File: config.mk
export PLATFORM = sky130hd
export DESIGN_NAME = aofc_top
export DESIGN_NICKNAME = d
export VERILOG_FILES = /design/src/hw/aofc_pkg.sv /design/src/hw/aofc_top.sv
export SDC_FILE = /design/constraint.sdc
export NUM_CORES = 1
export LEC_CHECK = 0
export BUFFER_PORTS_ARGS = -buffer_cell sky130_fd_sc_hd__buf_2
export CAP_MARGIN = 0
export CELL_PAD_IN_SITES_DETAIL_PLACEMENT = 0
export CELL_PAD_IN_SITES_GLOBAL_PLACEMENT = 2
export CORE_UTILIZATION = 35
export DETAILED_ROUTE_END_ITERATION = 8
export HOLD_SLACK_MARGIN = 0.12
export PLACE_DENSITY = 0.91
export SYNTH_ARGS = -nofsm -noshare
export SYNTH_HDL_FRONTEND = slang
export SYNTH_SLANG_ARGS = --single-unit
File: constraint.sdc
create_clock -name hclk -period 5.16 [get_ports hclk]
set_input_delay 0.516 -clock hclk [delete_from_list [all_inputs] [get_ports hclk]]
set_output_delay 0.516 -clock hclk [all_outputs]
set_load 0.05 [all_outputs]
File: src/hw/aofc_pkg.sv
// Package for the converter output format and clock control block
package aofc_pkg;
   // ----------------------------------------------------------------
   // Timing
   // ----------------------------------------------------------------
   localparam int unsigned CLK_HZ         = 50_000_000;
   localparam int unsigned MAX_RATE_SPS   = 20_000_000;
   localparam int unsigned MIN_RATE_SPS   = 1_000_000;
   localparam int unsigned MIN_HALF_NS    = 20;
   localparam int unsigned RELOCK_CYCLES  = 100;
   // Shortest legal period rounds up, longest rounds down
   localparam int unsigned MIN_PERIOD_CYC = (CLK_HZ + MAX_RATE_SPS - 1) / MAX_RATE_SPS;
   localparam int unsigned MAX_PERIOD_CYC = CLK_HZ / MIN_RATE_SPS;
   localparam int unsigned MIN_HALF_CYC   = (MIN_HALF_NS * (CLK_HZ / 1_000_000) + 999) / 1000;
   localparam int unsigned STOP_CYC       = 2 * MAX_PERIOD_CYC;
   localparam int unsigned CNT_W          = 8;

   // ----------------------------------------------------------------
   // Data path
   // ----------------------------------------------------------------
   localparam int unsigned DATA_W   = 16;
   localparam int unsigned DITHER_W = 8;
   localparam int unsigned LFSR_W   = 23;
   localparam int unsigned LFSR_TAP = 18;
   localparam int unsigned PIPE_D   = 4;
   localparam logic [LFSR_W-1:0] LFSR_SEED = 23'h000001;

   // ----------------------------------------------------------------
   // Register map and fields
   // ----------------------------------------------------------------
   localparam logic [7:0] OFS_CTRL   = 8'h00;
   localparam logic [7:0] OFS_STATUS = 8'h04;
   localparam logic [7:0] OFS_PERIOD = 8'h08;
   localparam logic [7:0] OFS_LAST   = 8'h0C;
   localparam int unsigned CTRL_DITHER_BIT = 0;
   localparam logic       CTRL_RESET = 1'b0;
   localparam int unsigned ST_LOCKED_BIT = 0;
   localparam int unsigned ST_STOP_BIT   = 1;
   localparam int unsigned ST_FAST_BIT   = 2;
   localparam int unsigned ST_SLOW_BIT   = 3;
   localparam int unsigned ST_SHORT_BIT  = 4;
   localparam int unsigned ST_MODE_LSB   = 8;

   // Four-level mode pin, already resolved to a two-bit code
   localparam logic [1:0] MODE_GND   = 2'h0;
   localparam logic [1:0] MODE_THIRD = 2'h1;
   localparam logic [1:0] MODE_TWO3  = 2'h2;
   localparam logic [1:0] MODE_VDD   = 2'h3;

   typedef struct packed {
      logic              over;
      logic [DATA_W-1:0] data;
   } aofc_word_s;

   typedef struct packed {
      logic       twos;
      logic       stab_on;
   } aofc_mode_s;
endpackage : aofc_pkg

File: src/hw/aofc_top.sv
// Output format, clock stabilizer, dither and randomizer control
`timescale 1ns/1ps
// Operation
// - Gain range pin low picks 2.5 V span, high picks 1.667 V span.
// - Stabilizer on: sample on falling edge, rising edge made internally.
// - Stabilizer on: accept 30 to 70 percent duty, internal clock 50 percent.
// - After a long clock stop, 100 cycles to relock; samples meanwhile invalid if stabilizer on.
// - Mode code sets output format and stabilizer per the four levels.
// - Overrange flag high while the sample is outside the convertible span.
// - Delayed sample clock is output as true and inverted pair.
// - Data outputs change as true clock falls and inverted clock rises.
// - Randomizing XORs each bit above the LSB with the LSB.
// - Randomizer leaves LSB, overrange flag and clock pair untouched.
// - Randomize only while scramble enable pin is high.
// - Dither from long pseudo-random sequence drives DAC, subtracted digitally.
// - Each result is a 16-bit parallel word plus overrange flag.
module aofc_top (
   // Clock and reset
   input  wire  logic                        hclk,
   input  wire  logic                        hresetn,
   // AHB-Lite slave
   input  wire  logic                        hsel,
   input  wire  logic [31:0]                 haddr,
   input  wire  logic [1:0]                  htrans,
   input  wire  logic                        hwrite,
   input  wire  logic [2:0]                  hsize,
   input  wire  logic [31:0]                 hwdata,
   input  wire  logic                        hready,
   output logic       [31:0]                 hrdata,
   output logic                              hreadyout,
   output logic                              hresp,
   // Device pins
   input  wire  logic                        sample_clk,
   input  wire  logic [1:0]                  mode_level,
   input  wire  logic                        gain_range_select,
   input  wire  logic                        output_scramble_enable,
   // Converter core
   input  wire  logic [aofc_pkg::DATA_W-1:0] core_result,
   input  wire  logic                        core_above,
   input  wire  logic                        core_below,
   output logic       [aofc_pkg::DITHER_W-1:0] dither_dac,
   output logic                              span_narrow,
   output logic                              hold_strobe,
   // Parallel output
   output logic       [aofc_pkg::DATA_W-1:0] data_out,
   output logic                              overrange_flag,
   output logic                              output_clock_true,
   output logic                              output_clock_inverted,
   output logic                              sample_valid
);
   localparam int unsigned CW = aofc_pkg::CNT_W;
   localparam int unsigned DW = aofc_pkg::DATA_W;

   // ----------------------------------------------------------------
   // Mode decode and pins
   // ----------------------------------------------------------------
   aofc_pkg::aofc_mode_s mode;
   always_comb begin
      unique case (mode_level)
         aofc_pkg::MODE_GND:   mode = '{twos: 1'b0, stab_on: 1'b0};
         aofc_pkg::MODE_THIRD: mode = '{twos: 1'b0, stab_on: 1'b1};
         aofc_pkg::MODE_TWO3:  mode = '{twos: 1'b1, stab_on: 1'b1};
         aofc_pkg::MODE_VDD:   mode = '{twos: 1'b1, stab_on: 1'b0};
      endcase
   end

   always_ff @(posedge hclk or negedge hresetn) begin
      if (!hresetn) begin
         span_narrow <= 1'b0;
      end else begin
         span_narrow <= gain_range_select;
      end
   end

   // ----------------------------------------------------------------
   // Sample clock edges and period measurement
   // ----------------------------------------------------------------
   logic          clk_in_reg;
   logic          fall_evt;
   logic          rise_evt;
   logic [CW-1:0] since_fall_reg;
   logic [CW-1:0] since_rise_reg;
   logic [CW-1:0] period_reg;
   logic [CW-1:0] high_reg;
   logic          stopped_reg;
   logic          fast_reg;
   logic          slow_reg;
   logic          short_reg;

   assign fall_evt = clk_in_reg & ~sample_clk;
   assign rise_evt = ~clk_in_reg & sample_clk;

   always_ff @(posedge hclk or negedge hresetn) begin
      if (!hresetn) begin
         // Idle-high clock: avoids a false rise right after reset
         clk_in_reg     <= 1'b1;
         since_fall_reg <= '0;
         since_rise_reg <= '0;
         period_reg     <= '0;
         high_reg       <= '0;
      end else begin
         clk_in_reg <= sample_clk;
         if (fall_evt) begin
            since_fall_reg <= CW'(1);
            period_reg     <= since_fall_reg;
            high_reg       <= since_rise_reg;
         end else if (since_fall_reg != '1) begin
            since_fall_reg <= since_fall_reg + CW'(1);
         end
         if (rise_evt) begin
            since_rise_reg <= CW'(1);
         end else if (since_rise_reg != '1) begin
            since_rise_reg <= since_rise_reg + CW'(1);
         end
      end
   end

   // Rate and half-period checks only report; the clock source owns them
   always_ff @(posedge hclk or negedge hresetn) begin
      if (!hresetn) begin
         fast_reg    <= 1'b0;
         slow_reg    <= 1'b0;
         short_reg   <= 1'b0;
         stopped_reg <= 1'b1;
      end else begin
         if (fall_evt) begin
            fast_reg  <= since_fall_reg < CW'(aofc_pkg::MIN_PERIOD_CYC);
            slow_reg  <= since_fall_reg > CW'(aofc_pkg::MAX_PERIOD_CYC);
            short_reg <= !mode.stab_on &&
                         (since_rise_reg < CW'(aofc_pkg::MIN_HALF_CYC));
         end
         if (fall_evt) begin
            stopped_reg <= 1'b0;
         end else if (since_fall_reg >= CW'(aofc_pkg::STOP_CYC)) begin
            stopped_reg <= 1'b1;
         end
      end
   end

   // ----------------------------------------------------------------
   // Duty cycle stabilizer
   // ----------------------------------------------------------------
   logic          int_clk_reg;
   logic [6:0]    lock_cnt_reg;
   logic          locked;

   assign locked = lock_cnt_reg == 7'(aofc_pkg::RELOCK_CYCLES);

   // External rise ignored when on; internal rise at half the period
   always_ff @(posedge hclk or negedge hresetn) begin
      if (!hresetn) begin
         int_clk_reg <= 1'b0;
      end else if (mode.stab_on) begin
         if (fall_evt) begin
            int_clk_reg <= 1'b0;
         end else if (since_fall_reg == (period_reg >> 1)) begin
            int_clk_reg <= 1'b1;
         end
      end else begin
         int_clk_reg <= sample_clk;
      end
   end

   // A long stop restarts the lock count
   always_ff @(posedge hclk or negedge hresetn) begin
      if (!hresetn) begin
         lock_cnt_reg <= '0;
      end else if (stopped_reg && !fall_evt) begin
         lock_cnt_reg <= '0;
      end else if (fall_evt && !locked) begin
         lock_cnt_reg <= lock_cnt_reg + 7'(1);
      end
   end

   // ----------------------------------------------------------------
   // Dither generator and delay line
   // ----------------------------------------------------------------
   logic                                   dither_en_reg;
   logic [aofc_pkg::LFSR_W-1:0]            lfsr_reg;
   logic [aofc_pkg::DITHER_W-1:0]          dly_reg [aofc_pkg::PIPE_D];

   always_ff @(posedge hclk or negedge hresetn) begin
      if (!hresetn) begin
         lfsr_reg <= aofc_pkg::LFSR_SEED;
      end else if (fall_evt) begin
         lfsr_reg <= {lfsr_reg[aofc_pkg::LFSR_W-2:0],
                      lfsr_reg[aofc_pkg::LFSR_W-1] ^
                      lfsr_reg[aofc_pkg::LFSR_TAP-1]};
      end
   end

   always_ff @(posedge hclk or negedge hresetn) begin
      if (!hresetn) begin
         dither_dac <= '0;
      end else if (fall_evt) begin
         dither_dac <= dither_en_reg ? lfsr_reg[aofc_pkg::DITHER_W-1:0] : '0;
      end
   end

   // Core latency: each value follows its sample to the result
   for (genvar i = 0; i < aofc_pkg::PIPE_D; i++) begin : g_dly
      always_ff @(posedge hclk or negedge hresetn) begin
         if (!hresetn) begin
            dly_reg[i] <= '0;
         end else if (fall_evt) begin
            dly_reg[i] <= (i == 0) ? dither_dac : dly_reg[(i == 0) ? 0 : i - 1];
         end
      end
   end

   assign hold_strobe = fall_evt;

   // ----------------------------------------------------------------
   // Output word
   // ----------------------------------------------------------------
   aofc_pkg::aofc_word_s word;
   logic [DW-1:0]        clean;
   logic [DW-1:0]        fmt;

   always_comb begin
      clean = core_result - {{(DW - aofc_pkg::DITHER_W){1'b0}},
                             dly_reg[aofc_pkg::PIPE_D-1]};
      fmt   = clean;
      fmt[DW-1] = clean[DW-1] ^ mode.twos;
      word.over = core_above | core_below;
      word.data = fmt;
      if (output_scramble_enable) begin
         word.data[DW-1:1] = fmt[DW-1:1] ^ {(DW - 1){fmt[0]}};
      end
   end

   // Clock pair delayed one cycle; the word moves as the true clock falls
   logic int_clk_d_reg;
   always_ff @(posedge hclk or negedge hresetn) begin
      if (!hresetn) begin
         int_clk_d_reg         <= 1'b0;
         output_clock_true     <= 1'b0;
         output_clock_inverted <= 1'b1;
      end else begin
         int_clk_d_reg         <= int_clk_reg;
         output_clock_true     <= int_clk_reg;
         output_clock_inverted <= ~int_clk_reg;
      end
   end

   always_ff @(posedge hclk or negedge hresetn) begin
      if (!hresetn) begin
         data_out       <= '0;
         overrange_flag <= 1'b0;
         sample_valid   <= 1'b0;
      end else if (int_clk_d_reg && !int_clk_reg) begin
         data_out       <= word.data;
         overrange_flag <= word.over;
         sample_valid   <= locked || !mode.stab_on;
      end
   end

   // ----------------------------------------------------------------
   // AHB-Lite register slave, zero wait states
   // ----------------------------------------------------------------
   logic       wr_pend_reg;
   logic [7:0] wr_addr_reg;
   logic       take;

   assign take      = hsel && htrans[1] && hready;
   assign hreadyout = 1'b1;
   assign hresp     = 1'b0;

   always_ff @(posedge hclk or negedge hresetn) begin
      if (!hresetn) begin
         wr_pend_reg <= 1'b0;
         wr_addr_reg <= '0;
      end else begin
         wr_pend_reg <= take && hwrite;
         wr_addr_reg <= haddr[7:0];
      end
   end

   always_ff @(posedge hclk or negedge hresetn) begin
      if (!hresetn) begin
         dither_en_reg <= aofc_pkg::CTRL_RESET;
      end else if (wr_pend_reg && wr_addr_reg == aofc_pkg::OFS_CTRL) begin
         dither_en_reg <= hwdata[aofc_pkg::CTRL_DITHER_BIT];
      end
   end

   // Read data is loaded at the address phase so it stands in the data phase
   logic [31:0] rd_next;
   always_comb begin
      rd_next = '0;
      unique case (haddr[7:0])
         aofc_pkg::OFS_CTRL:   rd_next[aofc_pkg::CTRL_DITHER_BIT] = dither_en_reg;
         aofc_pkg::OFS_STATUS: begin
            rd_next[aofc_pkg::ST_LOCKED_BIT] = locked;
            rd_next[aofc_pkg::ST_STOP_BIT]   = stopped_reg;
            rd_next[aofc_pkg::ST_FAST_BIT]   = fast_reg;
            rd_next[aofc_pkg::ST_SLOW_BIT]   = slow_reg;
            rd_next[aofc_pkg::ST_SHORT_BIT]  = short_reg;
            rd_next[aofc_pkg::ST_MODE_LSB +: 2] = mode_level;
         end
         aofc_pkg::OFS_PERIOD: rd_next = {16'h0000, high_reg, period_reg};
         aofc_pkg::OFS_LAST:   rd_next = {15'h0000, overrange_flag, data_out};
         default:              rd_next = '0;
      endcase
   end

   always_ff @(posedge hclk or negedge hresetn) begin
      if (!hresetn) begin
         hrdata <= '0;
      end else if (take && !hwrite) begin
         hrdata <= rd_next;
      end
   end
endmodule : aofc_top
==> results of run 1 <==
path summary, 6_finish.rpt:
check	from	to	depth (start not counted)
setup / recovery	dly_reg[0]	data_out[15]	6
hold / removal	hresetn	hrdata[10]	1
setup reg to reg	dly_reg[0]	data_out[15]	6
hold reg to reg	int_clk_reg	int_clk_d_reg	0
max in group asynchronous	hresetn	period_reg[7]	2
min in group hclk	gain_range_select	span_narrow	1
power groups by stage:
stage / sequential, mW / combinational, mW / clock, mW
2_1_floorplan: 1.75 / 0.351 / 0
3_3_place_gp: 1.54 / 0.767 / 0
3_5_place_dp: 1.54 / 0.775 / 0
4_1_cts: 1.52 / 0.779 / 1.28
5_1_grt: 1.55 / 0.840 / 1.34
6_report: 1.52 / 0.770 / 1.25
layout make-up:
class                      count  area (um2)
tap                          270         338
fill                        2031       11900
sequential                   156        3910
clock inverter                 9         113
timing repair buffer          87         449
clock buffer                  23         478
multi-input combinational    552        3000
inverter                      25        93.8
worst max-delay path, cell delays in order, from the launching register on:
cell and delay (ns):
dfrtp_1 0.38, ha_1 0.33, nor2b_2 0.78, xnor2_1 0.17
xnor2_1 0.20, xnor2_1 0.13, o21ai_1 0.08
cells by family after synthesis:
kind of cell,after synthesis,synth area share
compound gates,116,0.0927
xor+xnor,47,0.0571
flops,156,0.542
buf+inv,77,0.0509
other cells,2,0.00104
simple gates,344,0.207
mux,10,0.0172
fa+ha+maj,18,0.0323
stage by stage:
stage	util	total power [mW]
after floorplan	-	2.10
after global placement	0.385	2.31
after detailed placement	0.385	2.32
after CTS	0.414	3.58
after global routing	0.414	3.73
final	0.414	3.55
cells in the final DEF (no fill, tap or decap), types with 15 or more instances in the layout:
cell / count
o21ai_0: 62
ha_1: 17
conb_1: 17
nor2_1: 27
dfrtp_1: 152
xnor2_1: 22
nand2_1: 254
inv_1: 24
clkbuf_16: 17
xor2_1: 25
buf_2: 83
a22oi_1: 15
metal layers:
metal	up-vias	GRT usage	part of all wire
li1	2630	-	-
met1	2364	0.228	0.53
met2	110	0.222	0.42
met3	12	0.0398	0.042
met4	0	0.0474	0.0099
met5	-	0	0
==> results by group, run 1 <==
Run status
  • Outcome: finished, violations left
  • Failing checks: DRC

Pwr
  • Peak supply drop: 0.221 mV
  • Power per cell area: about 420 mW/mm2
  • Leak Pwr: roughly 4.2 nW
  • Psw: ~1.2 mW
  • Cell Int Power: ~2.3 mW
  • Sw frac: 0.340
  • Gate power share: 0.217
  • Clock share of power: 0.354
  • Reg power frac: 0.429

Global routing
  • Largest net degree at the start of global routing: approximately 110
  • Global-route wire length before repair: around 26000 um
  • All-Layer GR Usage: 0.155
  • Initial antenna violation count: 0
  • Grt total ovfl: 0
  • Number of global-route vias before repair: 4848

Finish
  • Share of cells above drive strength 1: 0.164
  • Final instance area: roughly 0.0084 mm2
  • Final Non-Filler Cells: about 1100
  • Layout area overhead: 16.2%
  • Max reg flops: 32
  • Final nets: roughly 950
  • ANT cells: 0

STA
  • Final hold slack: approximately 0.18 ns
  • Fmax: 445 MHz
  • Final Hold Viols: 0
  • Setup-failing EPs final: 0
  • Setup_tns: 0 ns
  • Final WS setup: just under 3 ns
  • RSZ-0062 raised after global routing: no
  • Clock skew: roughly 0.014 ns
  • Worst-Margin Slew: between 1 and 1.5 ns
  • Min Tclk post-route: about 2.2 ns
  • Slew Limit Fails: 0
  • Period utilisation layout: 0.435
  • Max_slew headroom: 0.301

Synthesis
  • Number of synthesized register bits: 156
  • Most frequent cell after synthesis: nand2_1
  • Synth unique cells: 52
  • Synth Flop Type: dfrtp_1
  • Syn. warnings: 0
  • Mapped Avg Cell Area: 9.36 um2
  • Most frequent cells after synthesis: nand2_1 (254), dfrtp_1 (152), o21ai_0 (62), nor2_1 (27)
  • Post-synth top area share: 0.528
  • Syn Std Cell Area: 0.00721 mm2
  • Post-synthesis sequential area ratio: 0.542
  • Mapped Cells: 770
  • Synth top area cells: dfrtp_1 (53%), nand2_1 (13%), o21ai_0 (4.3%), xor2_1 (3.0%), ha_1 (3.0%)
  • Number of flops mapped to enable cells by yosys: 0
  • Ys async rst share: 1.00
  • Largest area contributor in the netlist: dfrtp_1

Placed design
  • PortBufs: 84
  • RePlAce Congestion: a little under 0.8
  • Placed cells: between 1000 and 1500
  • DP Area: between 0.007 and 0.008 mm2
  • DP Wirelength: between 10000 and 15000 um
  • DP Worst Slack: about 2.6 ns

Worst setup path
  • CP startpoint kind: register
  • Critical Path Sink Type: register
  • Crit path DAT: between 2 and 3 ns
  • CP max FO: 15
  • Flop-to-flop setup slack: ~3 ns
  • Required @ worst endpoint: 5.42 ns
  • WS Path Type: reg2reg

CTS
  • Root Buffer: clkbuf_16
  • Worst-Skew Late Latency: ~0.43 ns
  • CTS Sinks: 156
  • Resized cells post-CTS: 0
  • Clk buf depth: 2
  • TritonCTS buffer count: 17
  • H-tree levels: 4
  • Post-CTS Hold Fix Bufs: 0
  • Clk slew on worst S/H paths: about 0.060 ns
  • Setup bufs post-CTS: 0
  • TritonCTS clock tree: done

Routing
  • Vias: 5116
  • Total wire length: about 15000 um
  • Drt first pass iters: 6
  • Final ANT Viol Nets: 0
  • WL per Instance: 13.8 um
  • Vias per cell: 4.56
  • Initial drt markers: 261
  • DR DRC count: 1

Floorplan
  • Starting Density: 0.356
  • Die area: between 0.02 and 0.025 mm2
  • Core area: 0.0202 mm2
  • Die H: about 150 um
  • # IOs: 161
  • Die Wd: 146 um
  • Row cnt: between 50 and 60

Worst hold path
  • Worst Hold Class: in2async

Flow run
  • # Max-Cap Violations: 0
Note: power is estimated with default switching activity, not from simulation.
==> inputs of run 2 (changes only) <==
- CORE_UTILIZATION: 35 -> 33
- PLACE_DENSITY: 0.91 -> 0.87
- clock period: 5.16 -> 2.3 ns (I/O delays scaled with it)
==> results by group, run 2 (synthesis gave the netlist of run 1 again) <==
Run status
  • Outcome: finished, final reports clean

Worst hold path
  • WHS Path Cells: 4
  • Worst Hold Class: in2reg

Finish
  • Max reg flops: 32
  • Layout area overhead: 20.1%
  • Commonest cells after routing, fill and taps aside: nand2_1 (254), dfrtp_1 (152), buf_2 (83), o21ai_0 (62), nor2_1 (27)
  • Share of cells above drive strength 1: 0.174
  • Final nets: a little under 1000
  • Commonest non-fill, non-tap cell in the layout: nand2_1
  • ANT cells: 0
  • Final Core Density: 0.408

Worst setup path
  • CP max FO: 10
  • Critical Path Sink Type: register
  • Crit path cell chain: dlygate4sd3_1, buf_2, or4_1, nor3_2, and3_1, a22oi_1, o21ai_0
  • Crit path DAT: between 2 and 2.5 ns
  • CP startpoint kind: primary input
  • WP buf/inv: 2
  • WS Path Type: in2reg
  • Max stage delay cell, worst path: or4_1
  • Required @ worst endpoint: ~2.6 ns
  • R2R cell count: 9
  • Family with the most delay on the worst path: simple AND/OR/NAND/NOR gates
  • Total stage count of the critical path: 7
  • Crit-path max cell delay: roughly 0.55 ns

CTS
  • TritonCTS clock tree: done
  • Root Buffer: clkbuf_16
  • Resized cells post-CTS: 0
  • Post-CTS Hold Fix Bufs: 16
  • TritonCTS buffer count: 17
  • Worst-Skew Late Latency: ~0.43 ns
  • Clk slew on worst S/H paths: approximately 0.07 ns
  • CTS Sinks: between 150 and 200
  • H-tree levels: 4
  • Clk buf depth: 2
  • Setup bufs post-CTS: 0

STA
  • Final WS setup: around 0.24 ns
  • Final Hold Viols: 0
  • Clock skew: 0.0122 ns
  • Worst-Margin Slew: 0.732 ns
  • Setup-failing EPs final: 0
  • Max_slew headroom: 0.511
  • Final hold slack: around 0.19 ns
  • Fmax: between 400 and 500 MHz
  • RSZ-0062 raised after global routing: no
  • Setup_tns: 0 ns
  • Period utilisation layout: 0.895
  • Min Tclk post-route: approximately 2 ns
  • Slew Limit Fails: 0

Routing
  • DR DRC count: 0
  • WL per Instance: approximately 14 um
  • Total wire length: between 15000 and 20000 um
  • Final ANT Viol Nets: 0
  • Drt first pass iters: 5
  • Vias per cell: 4.59
  • Vias: 5287
  • Initial drt markers: 316

Pwr
  • Leak Pwr: between 4 and 5 nW
  • PnR Total Power: ~8 mW
  • Peak supply drop: slightly below 0.5 mV
  • Power per cell area: slightly above 900 mW/mm2

Placed design
  • DP Wirelength: approximately 11000 um
  • RePlAce Congestion: 0.785
  • PortBufs: between 80 and 90
  • DP Worst Slack: around 0.23 ns

Global routing
  • Initial antenna violation count: 0
  • Grt total ovfl: 0
  • Largest net degree at the start of global routing: between 80 and 90
  • All-Layer GR Usage: 0.155
  • Global-route wire length before repair: roughly 27000 um
  • Number of global-route vias before repair: 5076

Floorplan
  • Row cnt: 53
  • # IOs: between 150 and 200
  • Core area: 0.0212 mm2
  • Starting Density: 0.340
  • Die H: about 150 um
  • Die Wd: between 100 and 150 um
  • Die area: roughly 0.022 mm2

Flow run
  • # Max-Cap Violations: 0
-- run 2: tightest hold or removal path, delay by kind of cell --
kind / cells / cell delay, ns
buf+inv: 1 / 0.10
compound gates: 1 / 0.06
xor+xnor: 2 / 0.19
-- run 2: area by class of cell --
class	count	area, um2
clock buffer	18	439
clock inverter	14	136
fill	2154	12600
inverter	25	93.8
multi-input combinational	552	3000
sequential	156	3910
tap	275	344
timing repair buffer	113	734
-- run 2: path summary, 6_finish.rpt --
check | start | end | slack [ns]
max reg2reg | dly_reg[0] | data_out[12] | 0.26
min | core_result[11] | data_out[11] | 0.19
max in group asynchronous | hresetn | hrdata[9] | 1.25
min in group asynchronous | hresetn | data_out[12] | 0.29
min reg2reg | int_clk_reg | int_clk_d_reg | 0.38
max | haddr[5] | hrdata[6] | 0.24
-- run 2: through the flow --
| step | cell area, um2 | cells |
|---|---|---|
| CTS | 8660 | 1153 |
| global placement | 7920 | 1105 |
| finish | 8660 | 1153 |
| global route | 8660 | 1153 |
| floorplan | 7270 | 785 |
| detailed placement | 7920 | 1105 |
-- run 2: power by group --
group          switching, mW  internal [mW]  leakage, nW
clock                   1.22           1.54        0.280
sequential             0.299           3.07         2.07
combinational           1.30          0.552         1.97
-- run 2: routing by layer --
layer  part of all wire  vias to the layer above  track usage
met5                  0                        -            0
met4              0.011                        0       0.0470
met3              0.051                       15       0.0381
met2               0.43                      118        0.226
met1               0.51                     2465        0.224
li1                   -                     2689            -
